$ cat src/verilog/flash_ctl_map.vh
`ifndef FLASH_CTL_MAP_VH
`define FLASH_CTL_MAP_VH
// Controller register offsets (software port, one address per 32-bit register)
`define REG_CTRL 4'h0
`define REG_ADDR 4'h1
`define REG_WDATA 4'h2
`define REG_STATUS 4'h3
`define REG_RDATA 4'h4
// Control register fields
`define CTRL_GO_BIT 0
`define CTRL_CMD_LSB 1
`define CTRL_CMD_W 3
// Commands accepted from software
`define CMD_ERASE 3'h0
`define CMD_ADD_SECTOR 3'h1
`define CMD_SUSPEND 3'h2
`define CMD_RESUME 3'h3
`define CMD_QUERY 3'h4
`define CMD_RESET 3'h5
`define CMD_READ 3'h6
`define CMD_WRITE 3'h7
// Flash addresses and command codes
`define FA_UNLOCK1 19'h00555
`define FA_UNLOCK2 19'h002aa
`define FA_QUERY 19'h00055
`define FD_UNLOCK1 8'haa
`define FD_UNLOCK2 8'h55
`define FD_SETUP 8'h80
`define FD_ERASE 8'h30
`define FD_SUSPEND 8'hb0
`define FD_RESUME 8'h30
`define FD_QUERY 8'h98
`define FD_RESET 8'hf0
// Status bit positions in a flash read
`define DQ_POLL 7
`define DQ_TOGGLE 6
`define DQ_ERR 5
`define DQ_WINDOW 3
`define DQ_TOGGLE2 2
// Timing: bus phase length and resume guard
`define CLK_MHZ 10
`define PHASE_CYC 4'h2
`define RESUME_GAP_US 400
`define RESUME_GAP_CYC 13'h0fa0
`define SUSPEND_LIMIT_US 20
`define SUSPEND_POLL_CYC (`SUSPEND_LIMIT_US * `CLK_MHZ)
`define LOOP_LIMIT 11'h400
`endif

$ cat src/verilog/bus_cycle.v
`include "flash_ctl_map.vh"
// One flash bus cycle: write (we low) or read (oe low), timed by phase counter
module bus_cycle (
  input wire ref_clk,
  input wire rst_b,
  input wire start,
  input wire is_write,
  input wire [18:0] addr,
  input wire [7:0] wdata,
  input wire [7:0] dq_sync,
  output reg done_ff,
  output reg [7:0] rdata_ff,
  output reg [18:0] addr_ff,
  output reg [7:0] dq_out_ff,
  output reg dq_oe_ff,
  output reg ce_b_ff,
  output reg we_b_ff,
  output reg oe_b_ff
);
  localparam S_IDLE = 3'b001;
  localparam S_ACT = 3'b010;
  localparam S_END = 3'b100;
  reg [2:0] st_ff;
  reg [3:0] cnt_ff;
  reg wr_ff;
  always @(posedge ref_clk) begin
    if (!rst_b) begin
      st_ff <= S_IDLE;
      cnt_ff <= 4'h0;
      wr_ff <= 1'b0;
      done_ff <= 1'b0;
      rdata_ff <= 8'h00;
      addr_ff <= 19'h00000;
      dq_out_ff <= 8'h00;
      dq_oe_ff <= 1'b0;
      ce_b_ff <= 1'b1;
      we_b_ff <= 1'b1;
      oe_b_ff <= 1'b1;
    end else begin
      done_ff <= 1'b0;
      case (st_ff)
        S_IDLE: begin
          if (start) begin
            wr_ff <= is_write;
            addr_ff <= addr;
            dq_out_ff <= wdata;
            dq_oe_ff <= is_write;
            ce_b_ff <= 1'b0;
            we_b_ff <= ~is_write;
            oe_b_ff <= is_write;
            cnt_ff <= `PHASE_CYC;
            st_ff <= S_ACT;
          end
        end
        S_ACT: begin
          if (cnt_ff == 4'h0) begin
            we_b_ff <= 1'b1;
            oe_b_ff <= 1'b1;
            ce_b_ff <= 1'b1;
            if (!wr_ff) rdata_ff <= dq_sync;
            st_ff <= S_END;
          end else begin
            cnt_ff <= cnt_ff - 4'h1;
          end
        end
        S_END: begin
          dq_oe_ff <= 1'b0;
          done_ff <= 1'b1;
          st_ff <= S_IDLE;
        end
        default: st_ff <= S_IDLE;
      endcase
    end
  end
endmodule

$ cat src/verilog/flash_erase_ctl.v
// The implementer's own choices: the address-and-strobe port and the register addresses.
`include "flash_ctl_map.vh"
module flash_erase_ctl (
  input wire ref_clk,
  input wire rst_b,
  input wire [3:0] sw_addr,
  input wire [31:0] sw_wdata,
  input wire sw_wr,
  input wire sw_rd,
  output reg [31:0] sw_rdata_ff,
  input wire [7:0] dq_in,
  input wire ready_busy_output,
  output wire [7:0] dq_out,
  output wire dq_oe,
  output wire [18:0] fl_addr,
  output wire ce_b,
  output wire we_b,
  output wire oe_b
);
  localparam M_READ = 5'b00001;
  localparam M_WINDOW = 5'b00010;
  localparam M_ERASE = 5'b00100;
  localparam M_SUSP = 5'b01000;
  localparam M_QUERY = 5'b10000;
  reg [7:0] dq_s1_ff, dq_s2_ff;
  reg rb_s1_ff, rb_s2_ff;
  reg [18:0] addr_reg_ff;
  reg [7:0] wdata_reg_ff;
  reg [7:0] rdata_reg_ff;
  reg [4:0] mode_ff;
  reg [4:0] prev_mode_ff;
  reg [18:0] seq_a_ff [0:5];
  reg [7:0] seq_d_ff [0:5];
  reg [2:0] seq_len_ff;
  reg [2:0] seq_idx_ff;
  reg busy_ff;
  reg start_ff;
  reg is_wr_ff;
  reg refused_ff;
  reg [2:0] cmd_ff;
  reg [12:0] gap_ff;
  reg [10:0] loops_ff;
  wire cyc_done;
  wire [7:0] cyc_rdata;
  wire [2:0] sw_cmd = sw_wdata[`CTRL_CMD_LSB +: `CTRL_CMD_W];
  wire go = sw_wr && sw_addr == `REG_CTRL && sw_wdata[`CTRL_GO_BIT] && !busy_ff;
  integer i;
  bus_cycle u_cycle (
    .ref_clk(ref_clk),
    .rst_b(rst_b),
    .start(start_ff),
    .is_write(is_wr_ff),
    .addr(seq_a_ff[0]),
    .wdata(seq_d_ff[0]),
    .dq_sync(dq_s2_ff),
    .done_ff(cyc_done),
    .rdata_ff(cyc_rdata),
    .addr_ff(fl_addr),
    .dq_out_ff(dq_out),
    .dq_oe_ff(dq_oe),
    .ce_b_ff(ce_b),
    .we_b_ff(we_b),
    .oe_b_ff(oe_b)
  );
  // Command allowed in the present mode
  reg allow;
  always @* begin
    allow = 1'b0;
    case (cmd_ff)
      `CMD_ERASE: allow = mode_ff == M_READ;
      `CMD_ADD_SECTOR: allow = mode_ff == M_WINDOW;
      `CMD_SUSPEND: allow = (mode_ff == M_WINDOW) || (mode_ff == M_ERASE && gap_ff == 13'h0000);
      `CMD_RESUME: allow = mode_ff == M_SUSP;
      `CMD_QUERY: allow = mode_ff == M_READ || mode_ff == M_SUSP;
      `CMD_RESET: allow = mode_ff != M_ERASE;
      `CMD_READ: allow = 1'b1;
      `CMD_WRITE: allow = mode_ff == M_READ || mode_ff == M_SUSP;
      default: allow = 1'b0;
    endcase
  end
  always @(posedge ref_clk) begin
    if (!rst_b) begin
      dq_s1_ff <= 8'h00;
      dq_s2_ff <= 8'h00;
      rb_s1_ff <= 1'b1;
      rb_s2_ff <= 1'b1;
      addr_reg_ff <= 19'h00000;
      wdata_reg_ff <= 8'h00;
      rdata_reg_ff <= 8'h00;
      mode_ff <= M_READ;
      prev_mode_ff <= M_READ;
      seq_len_ff <= 3'h0;
      seq_idx_ff <= 3'h0;
      busy_ff <= 1'b0;
      start_ff <= 1'b0;
      is_wr_ff <= 1'b0;
      refused_ff <= 1'b0;
      cmd_ff <= 3'h0;
      gap_ff <= 13'h0000;
      loops_ff <= 11'h000;
      sw_rdata_ff <= 32'h00000000;
      for (i = 0; i < 6; i = i + 1) begin
        seq_a_ff[i] <= 19'h00000;
        seq_d_ff[i] <= 8'h00;
      end
    end else begin
      dq_s1_ff <= dq_in;
      dq_s2_ff <= dq_s1_ff;
      rb_s1_ff <= ready_busy_output;
      rb_s2_ff <= rb_s1_ff;
      start_ff <= 1'b0;
      if (gap_ff != 13'h0000) gap_ff <= gap_ff - 13'h0001;
      if (sw_wr && sw_addr == `REG_ADDR) addr_reg_ff <= sw_wdata[18:0];
      if (sw_wr && sw_addr == `REG_WDATA) wdata_reg_ff <= sw_wdata[7:0];
      if (go) begin
        cmd_ff <= sw_cmd;
        busy_ff <= 1'b1;
        seq_idx_ff <= 3'h0;
        is_wr_ff <= 1'b1;
        seq_len_ff <= 3'h1;
        seq_a_ff[0] <= addr_reg_ff;
        seq_d_ff[0] <= `FD_SUSPEND;
        case (sw_cmd)
          `CMD_ERASE: begin
            seq_len_ff <= 3'h6;
            seq_a_ff[0] <= `FA_UNLOCK1;
            seq_d_ff[0] <= `FD_UNLOCK1;
            seq_a_ff[1] <= `FA_UNLOCK2;
            seq_d_ff[1] <= `FD_UNLOCK2;
            seq_a_ff[2] <= `FA_UNLOCK1;
            seq_d_ff[2] <= `FD_SETUP;
            seq_a_ff[3] <= `FA_UNLOCK1;
            seq_d_ff[3] <= `FD_UNLOCK1;
            seq_a_ff[4] <= `FA_UNLOCK2;
            seq_d_ff[4] <= `FD_UNLOCK2;
            seq_a_ff[5] <= addr_reg_ff;
            seq_d_ff[5] <= `FD_ERASE;
          end
          `CMD_ADD_SECTOR: seq_d_ff[0] <= `FD_ERASE;
          `CMD_RESUME: seq_d_ff[0] <= `FD_RESUME;
          `CMD_QUERY: begin
            seq_a_ff[0] <= `FA_QUERY;
            seq_d_ff[0] <= `FD_QUERY;
          end
          `CMD_RESET: seq_d_ff[0] <= `FD_RESET;
          `CMD_READ: is_wr_ff <= 1'b0;
          `CMD_WRITE: seq_d_ff[0] <= wdata_reg_ff;
          default: seq_d_ff[0] <= `FD_SUSPEND;
        endcase
      end else if (busy_ff && seq_idx_ff == 3'h0 && seq_len_ff != 3'h0 && !start_ff
                   && !refused_ff) begin
        if (!allow && seq_idx_ff == 3'h0) begin
          refused_ff <= 1'b1;
          busy_ff <= 1'b0;
          seq_len_ff <= 3'h0;
        end else begin
          start_ff <= 1'b1;
          seq_len_ff <= seq_len_ff - 3'h1;
          seq_idx_ff <= 3'h7;
        end
      end else if (busy_ff && seq_idx_ff == 3'h6) begin
        // Suspend counts as done only once the device reports ready
        if (rb_s2_ff) begin
          busy_ff <= 1'b0;
          seq_idx_ff <= 3'h0;
        end
      end else if (busy_ff && cyc_done) begin
        if (!is_wr_ff) rdata_reg_ff <= cyc_rdata;
        if (seq_len_ff != 3'h0) begin
          seq_idx_ff <= 3'h0;
          start_ff <= 1'b0;
          seq_a_ff[0] <= seq_a_ff[1];
          seq_d_ff[0] <= seq_d_ff[1];
          for (i = 1; i < 5; i = i + 1) begin
            seq_a_ff[i] <= seq_a_ff[i + 1];
            seq_d_ff[i] <= seq_d_ff[i + 1];
          end
        end else begin
          busy_ff <= 1'b0;
          seq_idx_ff <= 3'h0;
          case (cmd_ff)
            `CMD_ERASE: mode_ff <= M_WINDOW;
            `CMD_SUSPEND: begin
              mode_ff <= M_SUSP;
              busy_ff <= 1'b1;
              seq_idx_ff <= 3'h6;
            end
            `CMD_RESUME: begin
              mode_ff <= M_ERASE;
              gap_ff <= `RESUME_GAP_CYC;
              if (loops_ff != `LOOP_LIMIT) loops_ff <= loops_ff + 11'h001;
            end
            `CMD_QUERY: begin
              prev_mode_ff <= mode_ff;
              mode_ff <= M_QUERY;
            end
            `CMD_RESET: mode_ff <= (mode_ff == M_QUERY) ? prev_mode_ff : M_READ;
            `CMD_WRITE: if (mode_ff == M_WINDOW) mode_ff <= M_READ;
            default: mode_ff <= mode_ff;
          endcase
        end
      end
      if (go) refused_ff <= 1'b0;
      // Track device progress from status bits
      if (!busy_ff && !is_wr_ff && (mode_ff == M_WINDOW || mode_ff == M_ERASE)) begin
        if (rdata_reg_ff[`DQ_WINDOW]) mode_ff <= M_ERASE;
        if (rdata_reg_ff[`DQ_POLL] && rb_s2_ff) mode_ff <= M_READ;
      end
      if (sw_rd) begin
        case (sw_addr)
          `REG_ADDR: sw_rdata_ff <= {13'h0000, addr_reg_ff};
          `REG_WDATA: sw_rdata_ff <= {24'h000000, wdata_reg_ff};
          `REG_STATUS: sw_rdata_ff <= {6'h00, mode_ff, loops_ff == `LOOP_LIMIT, loops_ff[7:0],
                                      rdata_reg_ff[`DQ_ERR], rdata_reg_ff[`DQ_POLL],
                                      rb_s2_ff, refused_ff, 4'h0, gap_ff != 13'h0000,
                                      busy_ff, 2'h0};
          `REG_RDATA: sw_rdata_ff <= {24'h000000, rdata_reg_ff};
          default: sw_rdata_ff <= 32'h00000000;
        endcase
      end
    end
  end
endmodule

$ cat config.mk
export PLATFORM = sky130hd
export DESIGN_NAME = flash_erase_ctl
export DESIGN_NICKNAME = d
export VERILOG_FILES = /design/src/verilog/bus_cycle.v /design/src/verilog/flash_erase_ctl.v
export VERILOG_INCLUDE_DIRS = /design/src /design/src/verilog
export SDC_FILE = /design/constraint.sdc
export NUM_CORES = 1
export LEC_CHECK = 0
export BUFFER_PORTS_ARGS = -buffer_cell sky130_fd_sc_hd__buf_2
export CAP_MARGIN = 20
export CORE_ASPECT_RATIO = 0.75
export CORE_UTILIZATION = 46
export CTS_CLUSTER_DIAMETER = 200
export DETAILED_ROUTE_END_ITERATION = 6
export GPL_ROUTABILITY_DRIVEN = 0
export PLACE_DENSITY = 0.67
export RECOVER_POWER = 100
export SYNTH_ARGS = -nofsm -noshare
export SYNTH_HDL_FRONTEND = slang
export SYNTH_SLANG_ARGS = --single-unit
$ cat constraint.sdc
create_clock -name ref_clk -period 5.4 [get_ports ref_clk]
set_input_delay 0 -clock ref_clk [delete_from_list [all_inputs] [get_ports ref_clk]]
set_output_delay 0 -clock ref_clk [all_outputs]
set_load 0.02 [all_outputs]
Word level (Yosys, flattened, before mapping). Memory sizes are Yosys's and may differ from the RTL's. A register that Yosys moved wholly into a read port is not among the register bits. Cells that the tools add are included.

Reductions and logical operators: 55. $add $sub $neg: 4. Bitwise logic cells: 38. Equality and inequality tests: 37. Mux-type cells: 126.

Operators by type and width (number): $mux 19 (13); $mux 8 (18); $pmux 26 s4 (1); $mux 13 (7); $mux 1 (54); $mux 5 (10); $mux 3 (13); $or 1x1->1 (31); $eq 3x3->1 const B (10); $pmux 5 s6 (1); $logic_and 1x1->1 (16); $logic_not 13->1 (1); $reduce_bool 13->1 (1); $sub 13x1->13 const B (1); $eq 3x2->1 const B (4); $reduce_and 3->1 (4); $add 11x1->11 const B (1); $eq 11x11->1 const B (1); $ne 11x11->1 const B (1); $eq 3x1->1 const B (3); $logic_not 3->1 (3); $eq 4x2->1 const B (2); $logic_not 4->1 (2); $mux 4 (2); 34 further kinds (60).

Register bits: 153. Bits of input ports: 49. Bits in writable memories: 162. Output and inout bits: 63. Memories kept: 2.

Memory list: seq_a_ff (words 6, width 19, rd ports 6, clocked after memory_dff 1, write ports 6, RTL line flash_erase_ctl.v:32) `reg [18:0] seq_a_ff [0:5];`; seq_d_ff (words 6, width 8, rd ports 6, clocked after memory_dff 1, write ports 6, RTL line flash_erase_ctl.v:33) `reg [7:0] seq_d_ff [0:5];`.

Depth between registers and ports, before layout.
Depth after elaboration: 16. Mapped depth: 9.

Modules after synthesis. From an unflattened synthesis, not the netlist that was laid out.

Cell total of the unflattened synthesis: 1186. Area, all modules: 12665.9 um^2.

Modules (own cells, without submodules): flash_erase_ctl (area each 10780.3 um^2, cells an instance 976, times used 1, sequential area each 6616.3 um^2); bus_cycle (area each 1885.6 um^2, cells an instance 210, times used 1, sequential area each 960.9 um^2).

Worst setup path after synthesis. No wires, ideal clock.

Path kind: reg2reg. Start: register busy_ff. End: memory seq_a_ff[1][0] (enable). Setup slack: 2.285 ns. Arrival time: 2.705 ns. Path buffers: 2. Cell stages (with the launch flop): 8. Path through: dfxtp_1 -> buf_4 -> and3b_1 -> and3_1 -> buf_6 -> nand2_1 -> nand2_1 -> or2_2.

RTL lines: from (decl) (RTL line flash_erase_ctl.v:36) `reg busy_ff;`; from (signal assigned) (RTL line flash_erase_ctl.v:94) `busy_ff <= 1'b0;`; from (signal assigned) (RTL line flash_erase_ctl.v:117) `busy_ff <= 1'b1;`; from (signal assigned) (RTL line flash_erase_ctl.v:154) `busy_ff <= 1'b0;`; to (decl) (RTL line flash_erase_ctl.v:32).

==> results.md <==
* Layout area overhead at 14.3%
* DRC at 0
* Ports at 112
* Synthesized flop and latch total at between 300 and 400
* Largest net degree at the start of global routing at 115
* GRT Residual Overflow at 0
* WP data arrival at about 4.2 ns
* Number of diodes at 0
* Global-route usage over all layers at between 10% and 20%
* Max-slew violations at 150
* Peak VDD IR at 0.222 mV
* Failing checks: max-capacitance violations, max-slew violations
* Fillers at 2277
* Clock Skew at about 0.026 ns
* Crit path cell chain: and3b_1 > and3_1 > nand2_1 > nand2_1 > clkbuf_1 > or2_4 > clkbuf_1
* Die area at 27700 sq um
* Hold slack at approximately 0.17 ns
* Detailed Routing Iterations Pass 1 at 6
* First-pass GRT wire length at 42.2 mm
* Core Util, Final at 54.1%
* Final WL at 27.2 mm
* # H-tree levels at 1
* Syn. warnings at 0
* Layout cell share with drive strength beyond 1 at roughly 8.2%
* Leakage at around 5.2 nW
* Clock slew at reported path FFs at 0.07 ns
* TritonCTS clock tree: done
* Placed Cells at approximately 1600
* Number of synthesized flops with an enable pin at 137
* DRT antenna net count at 0
* Mapped cell area at ~12000 sq um
* Levels on crit path at 7
* Main synth FF type: dfxtp_1
* Worst hold path depth at 3
* Final Setup Violations at 0
* Max Cap Violations at 2
* Delay of the slowest critical-path stage at roughly 0.99 ns
* Worst skew pair latency at 0.56 ns
* Final hold violations at 0
* Required time of the worst setup path at 5.59 ns
* Floorplan core area at between 20000 and 30000 sq um
* Mapped Avg Cell Area at around 11 sq um
* DP Area at ~13000 sq um
* Hold WC Path Type: primary input to register
* Worst-path fanout max at 74
* Finished layout cell area at between 10000 and 15000 sq um
* Synth async-reset ratio at 0%
* Fmax at between 0.2 and 0.25 GHz
* Via count at about 8700
* Via count of the first global-routing pass at 7766
* PortBufs at 92
* Status: finished, violations left
* Final Net Count at about 1300
* Max_slew headroom at -25.0%
* Startpoint types: register
* Synth unique cells at 73
* Reg2reg path depth at 7
* Starting Density at approximately 47%
* Pwr dens at 353 nW/um^2
* Setup Buffers After CTS at 0
* Syn Inst Count at 1182
* Root Buffer: clkbuf_16
* Num rows at 51
* Setup tns final at 0 ns
* Slowest cell on the critical path: clkbuf_1
* CTS Buffer Depth at 3
* Family with the most delay on the worst path: simple AND/OR/NAND/NOR gates
* Die height at 144 microns
* Initial antenna violation count at 0
* Drt wl/cell at ~17 microns
* Worst Tran Pin Value at ~1.9 ns
* Clock sinks at 310
* RSZ-0062 raised after global routing: no
* Final period util at 74.7%
* Layout Cells excl Fill at 1641
* HPWL Detailed at ~18 mm
* Period minus WS final at a little over 4 ns
* Critical Setup Path Class: register to register
* Post-synthesis sequential area ratio at about three fifths
* CP endpoint kind: register
* Detailed Route Iter0 Violations at 800
* Routed vias/inst at 5.31
* # resized after CTS at 0
* WP buf/inv at 2
* DIE WIDTH at around 190 microns
* Num CTS Buffers at 29
[where the power goes]
part           leakage [nW]  switching [mW]  internal [mW]  total, mW
clock                 0.480           0.865           1.13       2.00
sequential             2.79          0.0738           2.54       2.61
combinational          1.96           0.223          0.175      0.398
total                  5.23            1.16           3.85       5.01
[stage by stage]
stage	total power [mW]	setup slack, ns
6_report	5.01	1.37
5_1_grt	5.20	1.05
4_1_cts	5.05	2.32
3_5_place_dp	3.05	2.33
3_3_place_gp	3.04	2.35
2_1_floorplan	2.96	2.28
[cell type report]
| class | instances | area [sq um] | share of cell area (%) |
|---|---|---|---|
| clock buffers | 40 | 837 | 5.90 |
| clock inverters | 13 | 109 | 0.767 |
| inverters | 21 | 80.1 | 0.565 |
| multi-input cells | 778 | 4370 | 30.8 |
| flip-flops and latches | 310 | 7580 | 53.4 |
| well taps | 344 | 430 | 3.03 |
| repair buffers | 135 | 776 | 5.47 |
[registers in the layout, summed over array words and instances (netlist names), 3 cells and up]
register / flops
u_cycle.st_ff: 3
seq_d_ff: 23
dq_s1_ff: 8
seq_a_ff: 114
prev_mode_ff: 5
u_cycle.addr_ff: 19
dq_s2_ff: 8
u_cycle.cnt_ff: 4
gap_ff: 13
sw_rdata_ff: 26
loops_ff: 11
addr_reg_ff: 19
mode_ff: 5
rdata_reg_ff: 8
seq_len_ff: 3
u_cycle.dq_out_ff: 8
wdata_reg_ff: 8
u_cycle.rdata_ff: 8
cmd_ff: 3
[per-layer routing]
layer  part of all wire, %  vias up  GRT usage, %
met4                   1.3        0          4.14
met5                     0        -             0
met1                    50     4122          31.3
li1                      -     4269             -
met2                    41      290          27.3
met3                   7.5       31          3.49
[synth_stat cells, types with 3 or more instances]
master       n  share of area, %
nand2_1    220               6.7
dfxtp_1    173                28
edfxtp_1   137                33
and2_1     107               5.4
a21oi_1     93               3.8
nor2_1      88               2.7
clkbuf_1    48               1.5
mux2i_1     22               1.8
nand3_1     22              0.89
a22o_1      20               1.4
inv_1       19              0.57
o21ai_0     16              0.65
nor3_1      14              0.56
a222oi_1    12              0.97
buf_2       12              0.48
xor2_1      12              0.85
a22oi_1     11              0.67
xnor2_1     11              0.78
buf_4        9              0.54
nand2b_1     9              0.45
and3_1       8              0.40
ha_1         8              0.81
or2_2        8              0.40
nor4_1       7              0.35
nand3b_1     6              0.36
clkbuf_2     5              0.20
nand4_1      5              0.25
o2bb2ai_1    5              0.35
o21a_1       4              0.24
or3_1        4              0.20
a21o_1       3              0.18
a31oi_1      3              0.15
nor2b_1      3              0.15
nor4_4       3              0.51
o21ai_1      3              0.12
[worst reg2reg max path, delay by kind of cell, from the launching register on]
kind,cells,cell delay [ns]
buf+inv,2,1.55
flops,1,0.42
simple gates,5,1.71
[cell usage in the layout (no fill, tap or decap), types with 29 or more instances in the layout]
cell / n
edfxtp_1: 137
clkbuf_1: 66
and2_1: 73
clkbuf_16: 29
nor2_1: 88
nand2_1: 220
dfxtp_1: 173
buf_2: 34
dlygate4sd3_1: 33
and2_0: 34
a21oi_1: 93
[logic make-up (layout without fill, tap and decap cells)]
kind of cell | count (synthesis) | in the layout | synth area share, %
flops | 310 | 310 | 61.0
simple gates | 525 | 525 | 20.9
other cells | 1 | 6 | 0.0302
buf+inv | 99 | 209 | 3.56
fa+ha+maj | 9 | 9 | 0.887
mux | 22 | 22 | 1.77
compound gates | 193 | 193 | 10.2
xor+xnor | 23 | 23 | 1.62
[repair_timing]
item                                    4_1_cts  5_1_grt
endpoints found under the hold margin        58        0
endpoints found under the setup margin        0        0
hold buffers                                 33        0
[worst paths after layout]
| kind | start | endpoint | slack (ns) |
|---|---|---|---|
| worst min-delay path | ready_busy_output | rb_s1_ff$_SDFF_PN1_ | 0.17 |
| worst max-delay path | busy_ff$_SDFFE_PN0P_ | seq_a_ff[2][13]$_SDFFCE_PN0P_ | 1.37 |
| worst max register to register | busy_ff$_SDFFE_PN0P_ | seq_a_ff[2][13]$_SDFFCE_PN0P_ | 1.37 |
| worst min register to register | rb_s1_ff$_SDFF_PN1_ | rb_s2_ff$_SDFF_PN1_ | 0.42 |
Note: power is estimated with default switching activity, not from simulation.
